<file path="config.mk">
export PLATFORM = sky130hd
export DESIGN_NAME = hps_sequencer
export DESIGN_NICKNAME = d
export VERILOG_FILES = /design/src/verilog/hps_pkg.sv /design/src/verilog/hps_sync_filter.sv /design/src/verilog/hps_timer.sv /design/src/verilog/hps_sequencer.sv
export SDC_FILE = /design/constraint.sdc
export NUM_CORES = 1
export LEC_CHECK = 0
export BUFFER_PORTS_ARGS = -buffer_cell sky130_fd_sc_hd__buf_2
export CORE_UTILIZATION = 40
export DETAILED_ROUTE_END_ITERATION = 7
export GPL_ROUTABILITY_DRIVEN = 0
export PLACE_DENSITY = 0.64
export SYNTH_ARGS = -nofsm -noshare
export SYNTH_HDL_FRONTEND = slang
export SYNTH_HIERARCHICAL = 1
export SYNTH_SLANG_ARGS = --single-unit
</file>
<file path="constraint.sdc">
create_clock -name clk_sys_i -period 3.8 [get_ports clk_sys_i]
set_input_delay 0.76 -clock clk_sys_i [delete_from_list [all_inputs] [get_ports clk_sys_i]]
set_output_delay 0.76 -clock clk_sys_i [all_outputs]
set_load 0.02 [all_outputs]
</file>
<file path="src/verilog/hps_pkg.sv">
package hps_pkg;

    ////////////////////////////////////////////////////////////////////////////
    // Clock and timing.
    localparam int unsigned CLK_HZ          = 10_000_000;
    localparam int unsigned MATE_WAIT_MS    = 250;
    localparam int unsigned UNMATE_LIMIT_MS = 1000;
    localparam int unsigned IO_RESUME_MS    = 200;
    localparam int unsigned MATE_WAIT_CYC   = (CLK_HZ / 1000) * MATE_WAIT_MS;
    localparam int unsigned IO_RESUME_CYC   = (CLK_HZ / 1000) * IO_RESUME_MS;
    localparam int unsigned UNMATE_LIM_CYC  = (CLK_HZ / 1000) * UNMATE_LIMIT_MS;

    ////////////////////////////////////////////////////////////////////////////
    // Strap and filter layout.
    localparam int unsigned ADDR_W          = 4;
    localparam int unsigned ADDR_HI_BIT     = 3;
    localparam int unsigned FILT_LEN        = 4;
    localparam int unsigned CNT_W           = 24;

    ////////////////////////////////////////////////////////////////////////////
    // Reset values.
    localparam logic [3:0]  ADDR_RST        = 4'h0;
    localparam logic [1:0]  MOTOR_RST       = 2'h0;

    ////////////////////////////////////////////////////////////////////////////
    // Sequencer states, Gray coded along the usual path.
    typedef enum logic [2:0] {
        HPS_ST_UNMATED = 3'b000,
        HPS_ST_SETTLE  = 3'b001,
        HPS_ST_QUIET   = 3'b011,
        HPS_ST_ACTIVE  = 3'b010,
        HPS_ST_UNMATE  = 3'b110,
        HPS_ST_MODECHG = 3'b111
    } hps_state_t;

endpackage

</file>
<file path="src/verilog/hps_sync_filter.sv">
`timescale 1ns/1ps
`default_nettype none
module hps_sync_filter #(
    parameter int unsigned W   = 1,
    parameter int unsigned LEN = 4
) (
    // Clock and reset.
    input  wire logic         clk_sys_i,
    input  wire logic         resetn_i,
    // Raw and filtered levels.
    input  wire logic [W-1:0] raw_i,
    input  wire logic [W-1:0] rst_val_i,
    output logic      [W-1:0] level_o
);

    typedef struct packed {
        logic [W-1:0]   s1;
        logic [W-1:0]   s2;
        logic [W-1:0]   cand;
        logic [7:0]     cnt;
        logic [W-1:0]   lvl;
        logic           init;
    } hps_flt_t;

    hps_flt_t st_r;
    hps_flt_t st_nxt;

    ////////////////////////////////////////////////////////////////////////////
    // Two-flop synchroniser, then a run-length filter on the second flop.
    always_comb begin
        st_nxt    = st_r;
        st_nxt.s1 = raw_i;
        st_nxt.s2 = st_r.s1;
        if (!st_r.init) begin
            st_nxt.lvl  = rst_val_i;
            st_nxt.cand = rst_val_i;
            st_nxt.init = 1'b1;
        end else if (st_r.s2 != st_r.cand) begin
            st_nxt.cand = st_r.s2;
            st_nxt.cnt  = 8'h01;
        end else if (st_r.cnt < 8'(LEN)) begin
            st_nxt.cnt = st_r.cnt + 8'h01;
        end else begin
            st_nxt.lvl = st_r.cand;  // RL16
        end
    end

    always_ff @(posedge clk_sys_i or negedge resetn_i) begin
        if (!resetn_i) begin
            st_r <= '0;
        end else begin
            st_r <= st_nxt;
        end
    end

    // Until the first cycle after reset has loaded the filter, show the idle level.
    assign level_o = st_r.init ? st_r.lvl : rst_val_i;

endmodule
`default_nettype wire

</file>
<file path="src/verilog/hps_timer.sv">
`timescale 1ns/1ps
`default_nettype none
module hps_timer #(
    parameter int unsigned CW = 24
) (
    // Clock and reset.
    input  wire logic          clk_sys_i,
    input  wire logic          resetn_i,
    // Control.
    input  wire logic          start_i,
    input  wire logic          stop_i,
    input  wire logic [CW-1:0] load_i,
    output logic               done_o
);

    typedef struct packed {
        logic [CW-1:0] cnt;
        logic          run;
        logic          done;
    } hps_tmr_t;

    hps_tmr_t st_r;
    hps_tmr_t st_nxt;

    ////////////////////////////////////////////////////////////////////////////
    // Down counter; done is a one-cycle pulse when the count expires.
    always_comb begin
        st_nxt      = st_r;
        st_nxt.done = 1'b0;
        if (stop_i) begin
            st_nxt.run = 1'b0;
        end else if (start_i) begin
            st_nxt.cnt = load_i;
            st_nxt.run = 1'b1;
        end else if (st_r.run) begin
            if (st_r.cnt <= CW'(1)) begin
                st_nxt.run  = 1'b0;
                st_nxt.done = 1'b1;
            end else begin
                st_nxt.cnt = st_r.cnt - CW'(1);
            end
        end
    end

    always_ff @(posedge clk_sys_i or negedge resetn_i) begin
        if (!resetn_i) begin
            st_r <= '0;
        end else begin
            st_r <= st_nxt;
        end
    end

    assign done_o = st_r.done;

endmodule
`default_nettype wire

</file>
<file path="src/verilog/hps_sequencer.sv">
// Function
// RL1: Ground on top strap adds eight.
// RL2: Address from four straps, weights 1,2,4,8.
// RL3: Open presence line means not mated.
// RL4: Ground presence line flags partially mated.
// RL5: Power-on 250 ms after mate; sample straps.
// RL6: Detect open presence within one second.
// RL7: On unmate, optional spin-down and cache flush.
// RL8: Backplane grounds presence when secondary mated.
// RL9: Enclosure may open presence to warn removal.
// RL10: Initiator holds bus reset through hot-plug.
// RL11: Quiesce all I/O when none permitted.
// RL12: Quiesce own I/O before removal.
// RL13: Resume I/O no sooner than 200 ms.
// RL14: Bus contacts high-impedance until transceivers enabled.
// RL15: Mode-changing plug event is transceiver reset.
// RL16: Synchronise and filter presence and straps.
`timescale 1ns/1ps
`default_nettype none
module hps_sequencer
    import hps_pkg::*;
#(
    parameter int unsigned MATE_CYC   = hps_pkg::MATE_WAIT_CYC,
    parameter int unsigned RESUME_CYC = hps_pkg::IO_RESUME_CYC,
    parameter bit          WIDE_BUS   = 1'b1,
    parameter bit          UNMATE_DET = 1'b1
) (
    // Clock and reset.
    input  wire logic                         clk_sys_i,
    input  wire logic                         resetn_i,
    // Connector pins, high is open, low is ground.
    input  wire logic                         mated_primary_i,
    input  wire logic [hps_pkg::ADDR_W-1:0]   address_select_straps_i,
    input  wire logic                         dlyd_start_strap_i,
    input  wire logic                         rmt_start_strap_i,
    // Device-side controls.
    input  wire logic                         io_idle_i,
    input  wire logic                         xcvr_ready_i,
    input  wire logic                         bus_mode_changed_i,
    input  wire logic                         spin_down_en_i,
    input  wire logic                         flush_en_i,
    // Status and sequencing outputs.
    output logic                              mated_o,
    output logic                              power_on_start_o,
    output logic [hps_pkg::ADDR_W-1:0]        bus_address_o,
    output logic                              address_valid_o,
    output logic [1:0]                        motor_mode_o,
    output logic                              io_enable_o,
    output logic                              quiesce_req_o,
    output logic                              spin_down_req_o,
    output logic                              flush_req_o,
    output logic                              unmate_flag_o,
    output logic                              xcvr_oe_o,
    output logic                              mode_change_reset_o
);

    ////////////////////////////////////////////////////////////////////////////
    // Synchronised and filtered pins.
    logic                mated_flt;
    logic [ADDR_W-1:0]   straps_flt;
    logic [1:0]          motor_flt;
    logic                mate_done;
    logic                resume_done;
    logic                mate_start;
    logic                resume_start;
    logic                tmr_stop;

    hps_sync_filter #(
        .W   (1),
        .LEN (FILT_LEN)
    ) u_mate_flt (
        .clk_sys_i (clk_sys_i),
        .resetn_i  (resetn_i),
        .raw_i     (mated_primary_i),
        .rst_val_i (1'b1),
        .level_o   (mated_flt)
    );

    hps_sync_filter #(
        .W   (ADDR_W + 2),
        .LEN (FILT_LEN)
    ) u_strap_flt (
        .clk_sys_i (clk_sys_i),
        .resetn_i  (resetn_i),
        .raw_i     ({rmt_start_strap_i, dlyd_start_strap_i, address_select_straps_i}),
        .rst_val_i ({(ADDR_W + 2){1'b1}}),
        .level_o   ({motor_flt, straps_flt})
    );

    ////////////////////////////////////////////////////////////////////////////
    // Settle and resume timers.
    hps_timer #(
        .CW (CNT_W)
    ) u_mate_tmr (
        .clk_sys_i (clk_sys_i),
        .resetn_i  (resetn_i),
        .start_i   (mate_start),
        .stop_i    (tmr_stop),
        .load_i    (CNT_W'(MATE_CYC)),
        .done_o    (mate_done)
    );

    hps_timer #(
        .CW (CNT_W)
    ) u_resume_tmr (
        .clk_sys_i (clk_sys_i),
        .resetn_i  (resetn_i),
        .start_i   (resume_start),
        .stop_i    (tmr_stop),
        .load_i    (CNT_W'(RESUME_CYC)),
        .done_o    (resume_done)
    );

    ////////////////////////////////////////////////////////////////////////////
    // Sequencer state.
    typedef struct packed {
        hps_state_t        state;
        logic              mated;
        logic              pon;
        logic [ADDR_W-1:0] addr;
        logic              addr_vld;
        logic [1:0]        motor;
        logic              io_en;
        logic              quiesce;
        logic              spin;
        logic              flush;
        logic              unmate;
        logic              oe;
        logic              mcr;
        logic              ret_active;
    } hps_seq_t;

    hps_seq_t st_r;
    hps_seq_t st_nxt;

    logic              present;
    logic [ADDR_W-1:0] decoded;

    ////////////////////////////////////////////////////////////////////////////
    // Presence and address decode; a grounded strap reads as one.
    always_comb begin
        present = ~mated_flt;  // RL3 RL4
        decoded = ~straps_flt;  // RL2
        if (!WIDE_BUS) begin
            decoded[ADDR_HI_BIT] = 1'b0;  // RL1
        end
    end

    assign mate_start   = (st_r.state == HPS_ST_UNMATED) && present;
    assign resume_start = (st_r.state == HPS_ST_SETTLE) && mate_done;
    assign tmr_stop     = (st_r.state != HPS_ST_UNMATED) && !present;

    always_comb begin
        st_nxt       = st_r;
        st_nxt.pon   = 1'b0;
        st_nxt.mcr   = 1'b0;
        st_nxt.mated = present;  // RL4
        unique case (st_r.state)
            HPS_ST_UNMATED: begin
                st_nxt.io_en  = 1'b0;
                st_nxt.oe     = 1'b0;  // RL14
                st_nxt.unmate = 1'b0;
                if (present) begin
                    st_nxt.state = HPS_ST_SETTLE;  // RL5
                end
            end
            HPS_ST_SETTLE: begin
                if (!present) begin
                    st_nxt.state = HPS_ST_UNMATED;
                end else if (mate_done) begin
                    st_nxt.pon      = 1'b1;  // RL5
                    st_nxt.addr     = decoded;  // RL1 RL2
                    st_nxt.addr_vld = 1'b1;
                    st_nxt.motor    = motor_flt;  // RL5
                    st_nxt.state    = HPS_ST_QUIET;
                end
            end
            HPS_ST_QUIET: begin
                if (!present) begin
                    st_nxt.state = HPS_ST_UNMATE;
                end else if (resume_done) begin
                    st_nxt.state = HPS_ST_ACTIVE;  // RL13
                end
            end
            HPS_ST_ACTIVE: begin
                st_nxt.oe    = xcvr_ready_i;  // RL14
                st_nxt.io_en = xcvr_ready_i;  // RL13
                if (bus_mode_changed_i) begin
                    st_nxt.mcr   = 1'b1;  // RL15
                    st_nxt.io_en = 1'b0;
                    st_nxt.state = HPS_ST_MODECHG;
                end else if (!present && UNMATE_DET) begin
                    st_nxt.unmate  = 1'b1;  // RL6
                    st_nxt.quiesce = 1'b1;  // RL12
                    st_nxt.spin    = spin_down_en_i;  // RL7
                    st_nxt.flush   = flush_en_i;  // RL7
                    st_nxt.io_en   = 1'b0;
                    st_nxt.state   = HPS_ST_UNMATE;
                end
            end
            HPS_ST_UNMATE: begin
                st_nxt.io_en = 1'b0;
                if (present) begin
                    st_nxt.state = HPS_ST_UNMATED;
                end else if (io_idle_i) begin
                    st_nxt.quiesce = 1'b0;
                    st_nxt.oe      = 1'b0;  // RL14
                end
                if (present) begin
                    st_nxt.quiesce  = 1'b0;
                    st_nxt.spin     = 1'b0;
                    st_nxt.flush    = 1'b0;
                    st_nxt.addr_vld = 1'b0;
                end
            end
            HPS_ST_MODECHG: begin
                st_nxt.state = HPS_ST_ACTIVE;
            end
            default: begin
                st_nxt.state = HPS_ST_UNMATED;
            end
        endcase
    end

    always_ff @(posedge clk_sys_i or negedge resetn_i) begin
        if (!resetn_i) begin
            st_r       <= '0;
            st_r.state <= HPS_ST_UNMATED;
            st_r.addr  <= ADDR_RST;
            st_r.motor <= MOTOR_RST;
        end else begin
            st_r <= st_nxt;
        end
    end

    ////////////////////////////////////////////////////////////////////////////
    // Outputs straight from the state register.
    assign mated_o             = st_r.mated;
    assign power_on_start_o    = st_r.pon;
    assign bus_address_o       = st_r.addr;
    assign address_valid_o     = st_r.addr_vld;
    assign motor_mode_o        = st_r.motor;
    assign io_enable_o         = st_r.io_en;
    assign quiesce_req_o       = st_r.quiesce;
    assign spin_down_req_o     = st_r.spin;
    assign flush_req_o         = st_r.flush;
    assign unmate_flag_o       = st_r.unmate;
    assign xcvr_oe_o           = st_r.oe;
    assign mode_change_reset_o = st_r.mcr;

endmodule
`default_nettype wire

</file>
==> metrics.md, run 1 <==
| Metric | Value |
|---|---|
| H-tree depth | `4` |
| Type of the worst min-delay path | `reg -> reg` |
| Worst R2R Path Depth | `9` |
| Effective utilization at floorplan | `41.4%` |
| Clock group share of total power | `a little over a third` |
| Kind of critical path | `reg -> reg` |
| Fin cells | `~900` |
| CP Depth | `9` |
| Worst Hold End | `u_mate_flt/st_r[11]` |
| Initial DRC count | `286` |
| Fin. Hold Viols | `0` |
| Die height | `between 100 and 150 um` |
| Post-CTS setup buffers | `0` |
| Vias per Instance | `around 5.4` |
| Int Pwr | `0.00302 W` |
| Drt drc | `14` |
| Status | `complete, but fails checks` |
| RSZ-0062 raised after global routing | `no` |
| Final setup TNS | `0 ps` |
| FFs w/ async S/R, synth | `between 90% and 100%` |
| Initial antenna violation count | `0` |
| Gate power share | `29.3%` |
| Switching share of total power | `a little over a third` |
| Total gr overflow | `0` |
| I/O Pins | `30` |
| Dpl hpwl | `between 8 and 9 mm` |
| Buf/Inv on CP | `2` |
| Die Wd | `125 um` |
| Crit path cell chain | `nand2b_1 > nand2_1 > nor4_2 > buf_4 > nand2b_1 > buf_4 > nor2_1 > a32oi_1 > o21ai_0` |
| P_leak | `around 3.2 nW` |
| Longest Clk Path Bufs | `2` |
| Clk slew on worst S/H paths | `50 ps` |
| Final wirelength | `13.3 mm` |
| Post-CTS Hold Fix Bufs | `0` |
| Overall Power | `between 0.004 and 0.005 W` |
| Area delta synth->final | `18.0%` |
| Tcrit/Tclk final | `between 70 and 80%` |
| Max-cap violations | `0` |
| First-pass GRT wire length | `approximately 23 mm` |
| EDFF count, synth | `0` |
| GRT Total Usage | `a little under a fifth` |
| Clock Skew | `between 9 and 10 ps` |
| CTS tree | `built` |
| Critical Path AT | `approximately 3300 ps` |
| RR Startpoint | `u_mate_flt/st_r[0]` |
| Synth Warn # | `6` |
| Post-synthesis mux area share | `under 10%` |
| CP top delay family | `simple AND/OR/NAND/NOR gates` |
| Rel. slew slack | `between 30% and 40%` |
| Layout cells sized above 1 | `around 15%` |
| R2R Setup Slk | `approximately 810 ps` |
| Top cell type's share of synthesized area | `approximately half` |
| Area leader, netlist | `dfrtp_1` |
| Num CTS Buffers | `17` |
| Area of the core | `roughly 15000 um^2` |
| Ranking of synthesized cells by area | `dfrtp_1 48%, o21ai_0 6.3%, nand2_1 4.0%` |
| Worst setup SP type | `flop` |
| Power Density | `656 nW/um^2` |
| Worst-Margin Slew | `around 940 ps` |
| Failing checks | `DRC` |
| DR WL/cell | `roughly 15 um` |
| Die ar. | `approximately 16000 um^2` |
| Largest net degree at the start of global routing | `64` |
| WP data required | `a little over 4000 ps` |
| Worst skew pair latency | `410 ps` |
| RR Endpoint | `u_mate_tmr/st_r[14]` |
| Num rows | `44` |
| Largest family of logic cells by synthesized area | `simple AND/OR/NAND/NOR gates` |
| Post-DRT Antenna Nets | `0` |
| Netlist cell types | `70` |
| Mapped cell area | `~6100 um^2` |
| Root buf cell | `clkbuf_16` |
| Ys flop type | `dfrtp_1` |
| Cts repair resizes | `0` |
| Hold path depth | `0` |
| Clk sink count | `117` |
| Hold Path Origin | `u_mate_flt/st_nxt[11]` |
| # nets final | `between 700 and 800` |
| Syn Inst Count | `626` |
| DP Cell Count | `868` |
| Final Core Density | `between 40% and 50%` |
| 1st-pass router iterations | `7` |
| Final Setup Violations | `0` |
| I/O Buffers | `29` |
| Slowest cell on crit path | `dfrtp_1` |
| Peak VDD IR | `roughly 0.00033 V` |
| Kind of end point of the critical path | `flop` |
| Vias | `4835` |
| P_sw | `between 0.0015 and 0.002 W` |
| Avg Inst Size Synth | `between 9 and 10 um^2` |
| Max incr delay on CP | `approximately 530 ps` |
| XOR/XNOR Fraction of Synth Area | `1.01%` |
| Flop pwr share | `~36%` |
| Slew Limit Fails | `0` |
| Synth Area in Compound Gates | `between 20 and 25%` |
| #FFs+latches synth | `around 120` |
| Worst Path Max Fanout | `30` |
| Post-Synth Simple-Gate Area | `a little over a fifth` |
| Achievable frequency | `roughly 330 MHz` |
| Post-synthesis adder-cell area fraction | `under 10%` |
| Number of global-route vias before repair | `between 4k and 5k` |
| Crit path time final | `between 2000 and 3000 ps` |
| Antenna cells | `0` |
| Sequential element share of the synthesized area | `about half` |
[area by class of cell]
cell class | instances | area, um^2
Clock inverter | 12 | 154
Sequential cell | 117 | 2930
Clock buffer | 19 | 453
Inverter | 19 | 71.3
Timing Repair Buffer | 42 | 258
Fill cell | 1334 | 7500
Tap cell | 184 | 230
Multi-Input combinational cell | 506 | 3050
[cell usage in the layout, fill, tap and decap left out, types with 8 or more instances in the layout]
master     instances
inv_1             17
a31oi_1            8
nand2_1           65
nor2_1            43
conb_1            59
dfrtp_1          117
a21oi_1           36
a32oi_1           17
nor3_1            15
buf_4             13
clkbuf_16         17
nor4_1            14
nand3_1           13
o21ai_1           12
buf_2             28
and2_1            12
mux2_4             8
o21ai_0           76
a22oi_1           13
nand2b_1          14
[Yosys cell counts (all sizes together) (2+ instances only)]
library cell  instances
dfrtp               117
o21ai                88
nand2                66
nor2                 44
a21oi                36
nor4                 22
clkbuf               20
buf                  19
inv                  19
a32oi                17
nor3                 16
nand2b               14
a22oi                13
nand3                13
and2                 12
a31oi                 8
mux2                  8
or4                   8
ha                    6
nor3b                 6
xnor2                 6
mux2i                 5
nor2b                 5
o2bb2ai               5
o31ai                 5
and3                  4
conb                  4
or3b                  3
or4b                  3
a211o                 2
a22o                  2
a41oi                 2
and4b                 2
nand4                 2
o21a                  2
o22a                  2
o22ai                 2
o311ai                2
[metal layers]
layer / track usage, % / vias to the layer above / part of all wire, %
li1: - / 2380 / -
met1: 23.7 / 2330 / 47
met2: 28.8 / 111 / 47
met3: 5.01 / 14 / 4.2
met4: 6.38 / 0 / 1.5
met5: 0 / - / 0
[logic make-up after synthesis]
family          Yosys count
simple gates            226
compound gates          195
flops                   117
buf+inv                  58
mux                      13
xor+xnor                  7
fa+ha+maj                 6
other cells               4
[worst max path at each step]
stage / from / end / slack [ps]
4_1_cts: u_mate_flt/st_r[0] / u_mate_tmr/st_r[6] / 810
6_report: u_mate_flt/st_r[0] / u_mate_tmr/st_r[14] / 810
3_5_place_dp: st_r[19] / u_resume_tmr/st_r[21] / 840
2_1_floorplan: u_mate_flt/st_r[0] / u_mate_tmr/st_r[14] / 1310
3_3_place_gp: st_r[19] / u_resume_tmr/st_r[21] / 940
5_1_grt: u_mate_flt/st_r[0] / u_mate_tmr/st_r[7] / 480
[worst register-to-register path: stages (launching register included)]
cell      delay [ps]
dfrtp_1          530
nand2b_1         210
nand2_1          290
nor4_2           240
buf_4            360
nand2b_1         530
buf_4            310
nor2_1            60
a32oi_1          220
o21ai_0          100
[power groups by stage]
stage	clock [W]	combinational, W	sequential (W)
6_report	0.00164	0.00137	0.00168
5_1_grt	0.00173	0.00153	0.00171
4_1_cts	0.00168	0.00137	0.00167
3_5_place_dp	0	0.00136	0.00169
3_3_place_gp	0	0.00132	0.00168
2_1_floorplan	0	0.00108	0.00164
[sequential cells by signal (all words and copies together), names as in the netlist, 2 cells and up]
| name | flops |
|---|---|
| motor_mode_o | 2 |
| st_r | 3 |
| u_resume_tmr/st_r | 25 |
| bus_address_o | 4 |
| u_mate_tmr/st_r | 25 |
| u_strap_flt/st_nxt | 6 |
| u_strap_flt/st_r | 27 |
| u_mate_flt/st_r | 12 |
[metrics by stage]
stage          worst slack [ps]  cell area (um^2)  hold WS (ps)
2_1_floorplan              1310              6260           331
3_3_place_gp                944              6540           335
3_5_place_dp                844              6540           339
4_1_cts                     813              7150           354
5_1_grt                     476              7150           355
6_report                    809              7150           350
(Power assumes the default switching activity.)
==> inputs of run 2 (changes only) <==
Clock period 3.8 ns to 3 ns, I/O delays scaled along.
==> run 2 against run 1 <==
Compared with the run above: the run still ends with DRC left; largest cell class unchanged; sequential share of layout area fell by 0.69 points; clock power is 36% higher; core utilization up 0.84 points.
==> metrics.md, run 2 (synthesis results as in run 1) <==
| Metric | Value |
|---|---|
| Status | `complete, but fails checks` |
| Failing checks | `DRC` |
| Crit path time final | `2410 ps (-576 ps)` |
| Initial DRC count | `271 (-5.2%)` |
| Worst setup SP type | `flop` |
| Int Pwr | `0.00401 W (+33%)` |
| Die Wd | `125 um (unchanged)` |
| Power Density | `847 nW/um^2 (+29%)` |
| Vias per Instance | `5.41 (+0.61%)` |
| I/O Pins | `30 (unchanged)` |
| GRT Total Usage | `18.6% (+0.44 points)` |
| Dpl hpwl | `9.31 mm (+5.8%)` |
| Most numerous cell on the critical path | `o21ai_0` |
| Final setup TNS | `0 ps (unchanged)` |
| Number of global-route vias before repair | `4859 (+4.8%)` |
| Clock group share of total power | `36.2% (+1.2 points)` |
| Commonest cells after routing, fill and taps aside | `117 x dfrtp_1, 76 x o21ai_0, 65 x nand2_1` |
| Area delta synth->final | `20.0%` |
| P_sw | `0.00215 W (+29%)` |
| Worst Setup Slack, final | `585 ps (-224 ps)` |
| H-tree depth | `4 (unchanged)` |
| Slowest cell on crit path | `dfrtp_1` |
| Achievable frequency | `414 MHz (+24%)` |
| Clock Skew | `4.91 ps (-4.65 ps)` |
| Final Setup Violations | `0 (unchanged)` |
| Reg with most FFs | `u_strap_flt/st_r` |
| Layout cells sized above 1 | `16.5% (+1.1 points)` |
| Num CTS Buffers | `17 (unchanged)` |
| Worst skew pair latency | `410 ps (about the same)` |
| Post-DRT Antenna Nets | `0 (unchanged)` |
| Crit path cell chain | `nand2b_1 > nand2_1 > nor4_2 > buf_4 > o21bai_1 > a31o_4 > o21ai_0 > o21ai_0` |
| Peak VDD IR | `0.000493 V (+48%)` |
| Longest Clk Path Bufs | `2 (unchanged)` |
| Critical Path AT | `2690 ps (-580 ps)` |
| Root buf cell | `clkbuf_16` |
| Gate power share | `30.3% (+1.0 points)` |
| Slew Limit Fails | `0 (unchanged)` |
| Kind of critical path | `reg -> reg` |
| Largest net degree at the start of global routing | `58 (-9.4%)` |
| Vias | `4924 (+1.8%)` |
| Clk slew on worst S/H paths | `60 ps (about the same)` |
| Fill cells | `1346 (+0.90%)` |
| RSZ-0062 raised after global routing | `no` |
| I/O Buffers | `29 (unchanged)` |
| Registers with the most flip-flops | `u_strap_flt/st_r x27, u_mate_tmr/st_r x25, u_resume_tmr/st_r x25` |
| Die ar. | `15600 um^2 (unchanged)` |
| Register area | `2930 um^2 (unchanged)` |
| DR WL/cell | `14.8 um (+0.61%)` |
| Worst Path Max Fanout | `42 (+40%)` |
| Type of the worst min-delay path | `in -> async` |
| Max incr delay on CP | `540 ps (about the same)` |
| WP data required | `3280 ps (-800 ps)` |
| Antenna cells | `0 (unchanged)` |
| Fin. Hold Viols | `0 (unchanged)` |
| Post-CTS setup buffers | `0 (unchanged)` |
| Largest register FFs | `27 (unchanged)` |
| Total gr overflow | `0 (unchanged)` |
| Num rows | `44 (unchanged)` |
| Switching share of total power | `34.9% (-0.74 points)` |
| Flop pwr share | `33.5% (-2.2 points)` |
| Area of the core | `14600 um^2 (unchanged)` |
| Rel. slew slack | `53.1% (+16 points)` |
| Initial antenna violation count | `0 (unchanged)` |
| Final Core Density | `49.6% (+0.84 points)` |
| Area of the multi-input gates | `3050 um^2 (unchanged)` |
| Final wirelength | `13.5 mm (+1.8%)` |
| 1st-pass router iterations | `7 (unchanged)` |
| P_leak | `3.29 nW (+2.3%)` |
| CTS tree | `built` |
| Effective utilization at floorplan | `41.4% (unchanged)` |
| Drt drc | `14 (unchanged)` |
| Max-cap violations | `0 (unchanged)` |
| Clk sink count | `117 (unchanged)` |
| Worst-Margin Slew | `698 ps (-239 ps)` |
| Cts repair resizes | `0 (unchanged)` |
| First-pass GRT wire length | `23.5 mm (+2.9%)` |
| Worst R2R Path Depth | `8 (-1)` |
| Pre-CTS setup slack | `619 ps (-226 ps)` |
| Die height | `125 um (unchanged)` |
| Most common library cell in the layout ignoring fill and taps | `dfrtp_1` |
| Post-CTS Hold Fix Bufs | `0 (unchanged)` |
| # nets final | `733 (+1.4%)` |
| Kind of end point of the critical path | `flop` |
| Tcrit/Tclk final | `80.5% (+1.8 points)` |
-- run 2: cell count changes in the layout (fill, tap and decap cells not counted), sizes merged --
| cell | before | now |
|---|---|---|
| buf | 42 | 52 |
| bufinv | 3 | 5 |
| clkbuf | 19 | 18 |
| clkinv | 5 | 6 |
| clkinvlp | 3 | 0 |
| inv | 20 | 22 |
-- run 2: final timing paths --
kind,start,endpoint,slack [ps]
min,resetn_i,st_r[19],100
max reg2reg,u_mate_flt/st_r[0],u_mate_tmr/st_r[6],590
min reg2reg,u_strap_flt/st_nxt[23],u_strap_flt/st_r[23],350
max,u_mate_flt/st_r[0],u_mate_tmr/st_r[6],590
min in group clk_sys_i,address_select_straps_i[0],u_strap_flt/st_nxt[21],290
max in group asynchronous,resetn_i,address_valid_o,2130
-- run 2: stage by stage --
stage	power, W	hold WS, ps	std cells	instance area [um^2]
3_3_place_gp	0.00388	333	878	6610
6_report	0.00615	103	910	7270
2_1_floorplan	0.00344	304	681	6260
4_1_cts	0.00620	104	910	7270
3_5_place_dp	0.00393	335	878	6610
5_1_grt	0.00654	112	910	7270
-- run 2: cell type report --
class	instances	share of cell area (%)
clock buffers	18	5.90
well taps	184	3.17
repair buffers	52	4.58
multi-input cells	506	42.0
inverters	19	0.981
clock inverters	14	3.10
flip-flops and latches	117	40.3
-- run 2: per-layer routing --
metal	share of wire (%)	GRT usage (%)	wire [um]	vias up
met2	49	29.9	6650	104
met5	0	0	0	-
li1	-	-	-	2398
met3	4.2	5.01	566	20
met4	1.4	6.74	193	0
met1	45	23.9	6110	2402
-- run 2: power groups by stage --
stage / registers (W) / clock network [W] / logic (W)
detailed placement: 0.00208 / 0 / 0.00185
floorplan: 0.00208 / 0 / 0.00137
finish: 0.00206 / 0.00223 / 0.00186
global placement: 0.00207 / 0 / 0.00181
global route: 0.00211 / 0.00236 / 0.00208
CTS: 0.00206 / 0.00228 / 0.00186
-- run 2: worst max-delay path, delay by kind of cell (launching register included) --
| family | cells | cell delay, ps |
|---|---|---|
| simple gates | 3 | 630 |
| compound gates | 4 | 830 |
| buf+inv | 1 | 270 |
| flops | 1 | 540 |
==> inputs of run 3 (changes only) <==
Settings changed: PLACE_DENSITY 0.64 to 0.66.
Clock period 3 ns to 2.06 ns, I/O delays scaled along.
==> run 3 against run 2 <==
Compared with the run above: the flow finishes with violations (DRC, setup timing); largest power group is now combinational logic; largest cell class unchanged; sequential power up 44%; critical endpoint is now u_resume_tmr/st_r[19]; cell count grew 10%; die area unchanged; power increased by 61%.
==> metrics.md, run 3 (synthesis results as in run 1) <==
| Metric | Value |
|---|---|
| Status | `complete, but fails checks` |
| Failing checks | `DRC, setup timing` |
| Worst setup SP type | `flop` |
| Largest register FFs | `27 (unchanged)` |
| Crit path cell chain | `or4_4 > or4b_4 > o31ai_4 > buf_6 > buf_6 > inv_8 > nor2_4 > o21ai_1` |
| Drt drc | `12 (-2)` |
| RR Startpoint | `u_resume_tmr/st_r[9]` |
| Int Pwr | `0.00636 W (+59%)` |
| Rel. slew slack | `64.1% (+11 points)` |
| Most common library cell in the layout ignoring fill and taps | `dfrtp_1` |
| Most numerous cell on the critical path | `buf_6` |
| Achievable frequency | `438 MHz (+5.8%)` |
| Power Density | `1210 nW/um^2 (+43%)` |
| Kind of critical path | `reg -> reg` |
| Slowest cell on crit path | `or4b_4` |
| RSZ-0062 raised after global routing | `yes` |
| Worst-Margin Slew | `539 ps (-158 ps)` |
| 1st-pass router iterations | `6 (-1)` |
| Num CTS Buffers | `17 (unchanged)` |
| Fin. Hold Viols | `0 (unchanged)` |
| Gate power share | `41.3% (+11 points)` |
| Area delta synth->final | `35.4%` |
| Worst skew pair latency | `420 ps (about the same)` |
| Registers with the most flip-flops | `u_strap_flt/st_r x27, u_mate_tmr/st_r x25, u_resume_tmr/st_r x25` |
| Area of the core | `14600 um^2 (unchanged)` |
| Initial DRC count | `200 (-26%)` |
| Initial antenna violation count | `0 (unchanged)` |
| Vias per Instance | `5.36 (-1.0%)` |
| # nets final | `824 (+12%)` |
| Flop pwr share | `29.9% (-3.6 points)` |
| Dpl hpwl | `10.4 mm (+11%)` |
| Buf/Inv on CP | `3 (+2)` |
| I/O Pins | `30 (unchanged)` |
| Peak VDD IR | `0.000760 V (+54%)` |
| Final setup TNS | `-4240 ps (-4240 ps)` |
| Crit path time final | `2280 ps (-133 ps)` |
| RR Endpoint | `u_resume_tmr/st_r[19]` |
| Hold Path Origin | `mated_primary_i` |
| Pre-CTS setup slack | `-255 ps (-874 ps)` |
| WP data required | `2340 ps (-940 ps)` |
| Post-DRT Antenna Nets | `0 (unchanged)` |
| Vias | `5362 (+8.9%)` |
| Number of global-route vias before repair | `5410 (+11%)` |
| Critical Path AT | `2570 ps (-120 ps)` |
| Final wirelength | `15.4 mm (+14%)` |
| R2R Setup Slk | `-220 ps (-810 ps)` |
| I/O Buffers | `29 (unchanged)` |
| Max-cap violations | `0 (unchanged)` |
| Clk slew on worst S/H paths | `60 ps (about the same)` |
| Die Wd | `125 um (unchanged)` |
| Die ar. | `15600 um^2 (unchanged)` |
| Num rows | `44 (unchanged)` |
| First-pass GRT wire length | `25.7 mm (+9.4%)` |
| Worst Setup Slack, final | `-222 ps (-807 ps)` |
| DR WL/cell | `15.4 um (+3.8%)` |
| Antenna cells | `0 (unchanged)` |
| Clk sink count | `117 (unchanged)` |
| Max incr delay on CP | `560 ps (+20 ps)` |
| Slew Limit Fails | `0 (unchanged)` |
| Clock Skew | `6.12 ps (+1.22 ps)` |
| CTS tree | `built` |
| Fin cells | `1001 (+10%)` |
| Layout cells sized above 1 | `30.1% (+14 points)` |
| Longest Clk Path Bufs | `2 (unchanged)` |
| Total gr overflow | `0 (unchanged)` |
| P_sw | `0.00355 W (+65%)` |
| Hold path depth | `1` |
| GRT Total Usage | `20.4% (+1.9 points)` |
| Kind of end point of the critical path | `flop` |
| Final Setup Violations | `33 (+33)` |
| Worst Hold End | `u_mate_flt/st_nxt[11]` |
| DP Cell Count | `953 (+8.5%)` |
| P_leak | `3.79 nW (+15%)` |
| Worst R2R Path Depth | `8 (unchanged)` |
| Effective utilization at floorplan | `41.4% (unchanged)` |
| Type of the worst min-delay path | `in -> reg` |
| Commonest cells after routing, fill and taps aside | `115 x dfrtp_1, 98 x buf_4, 62 x nand2_1` |
| Clock group share of total power | `28.8% (-7.4 points)` |
| Worst Path Max Fanout | `9 (-79%)` |
| Reg with most FFs | `u_strap_flt/st_r` |
| CP top delay family | `simple AND/OR/NAND/NOR gates` |
| Root buf cell | `clkbuf_16` |
| Final Core Density | `56.0% (+6.4 points)` |
| Tcrit/Tclk final | `111% (+30 points)` |
| Die height | `125 um (unchanged)` |
| Largest net degree at the start of global routing | `39 (-33%)` |
| H-tree depth | `4 (unchanged)` |
| Switching share of total power | `35.8% (+0.91 points)` |
-- run 3: changes by cell type in the layout (fill, tap and decap cells not counted), moves of 3 or more --
cell       change
buf_6          +7
nor4_1         -4
nand2_1        -3
buf_4         +75
nand2_2        +3
o21ai_1       +31
clkbuf_16      +3
o21ai_0       -48
buf_12         +5
o21ai_2       +17
clkinv_2       +3
bufinv_16      -3
-- run 3: what timing repair did --
item	4_1_cts	5_1_grt
endpoints found under the hold margin	26	0
gates resized for setup	25	75
hold buffers	1	0
pin swaps	6	30
endpoints found under the setup margin	30	46
cloned	2	4
setup buffers	5	6
-- run 3: power by group through the flow --
stage	Sequential (W)	Combinational (W)	Clock (W)
4_1_cts	0.00293	0.00355	0.00291
3_5_place_dp	0.00296	0.00350	0
3_3_place_gp	0.00294	0.00340	0
2_1_floorplan	0.00303	0.00203	0
5_1_grt	0.00300	0.00445	0.00301
6_report	0.00296	0.00409	0.00285
-- run 3: per-layer routing --
layer  GRT usage, %  share of wire, %  wire [um]  vias up
met4           8.18               1.7        263        0
li1               -                 -          -     2584
met1           24.6                43       6640     2636
met3           4.79               4.0        615       20
met5              0                 0          0        -
met2           35.3                51       7910      122
-- run 3: how the worst max path moves through the flow --
| stage | start | cells past startpoint | endpoint |
|---|---|---|---|
| 2_1_floorplan | u_resume_tmr/st_r[9] | 6 | u_resume_tmr/st_r[14] |
| 3_3_place_gp | u_resume_tmr/st_r[9] | 6 | u_resume_tmr/st_r[21] |
| 3_5_place_dp | u_resume_tmr/st_r[9] | 6 | u_resume_tmr/st_r[21] |
| 4_1_cts | u_resume_tmr/st_r[7] | 7 | u_resume_tmr/st_r[21] |
| 5_1_grt | st_r[17] | 10 | u_resume_tmr/st_r[19] |
| 6_report | u_resume_tmr/st_r[9] | 8 | u_resume_tmr/st_r[19] |
-- run 3: final cells by class --
class	count	area, um^2
clock buffer	20	437
tap	184	230
multi-input combinational	506	3230
inverter	19	78.8
timing repair buffer	143	1160
fill	1260	6440
clock inverter	12	131
sequential	117	2930
-- run 3: stage by stage --
| stage | hold slack, ps | power [W] | instance area [um^2] |
|---|---|---|---|
| global placement | 334 | 0.00634 | 7250 |
| CTS | 82.0 | 0.00940 | 7970 |
| finish | 97.8 | 0.00990 | 8200 |
| global route | 76.7 | 0.0105 | 8200 |
| floorplan | 116 | 0.00506 | 6300 |
| detailed placement | 338 | 0.00646 | 7250 |
-- run 3: worst register-to-register path, delay by kind of cell (launching register included) --
| family | cells | cell delay [ps] |
|---|---|---|
| AND/OR/NAND/NOR | 3 | 1190 |
| buffers and inverters | 3 | 330 |
| AO/OA/AOI/OAI | 2 | 240 |
| flip-flops | 1 | 370 |
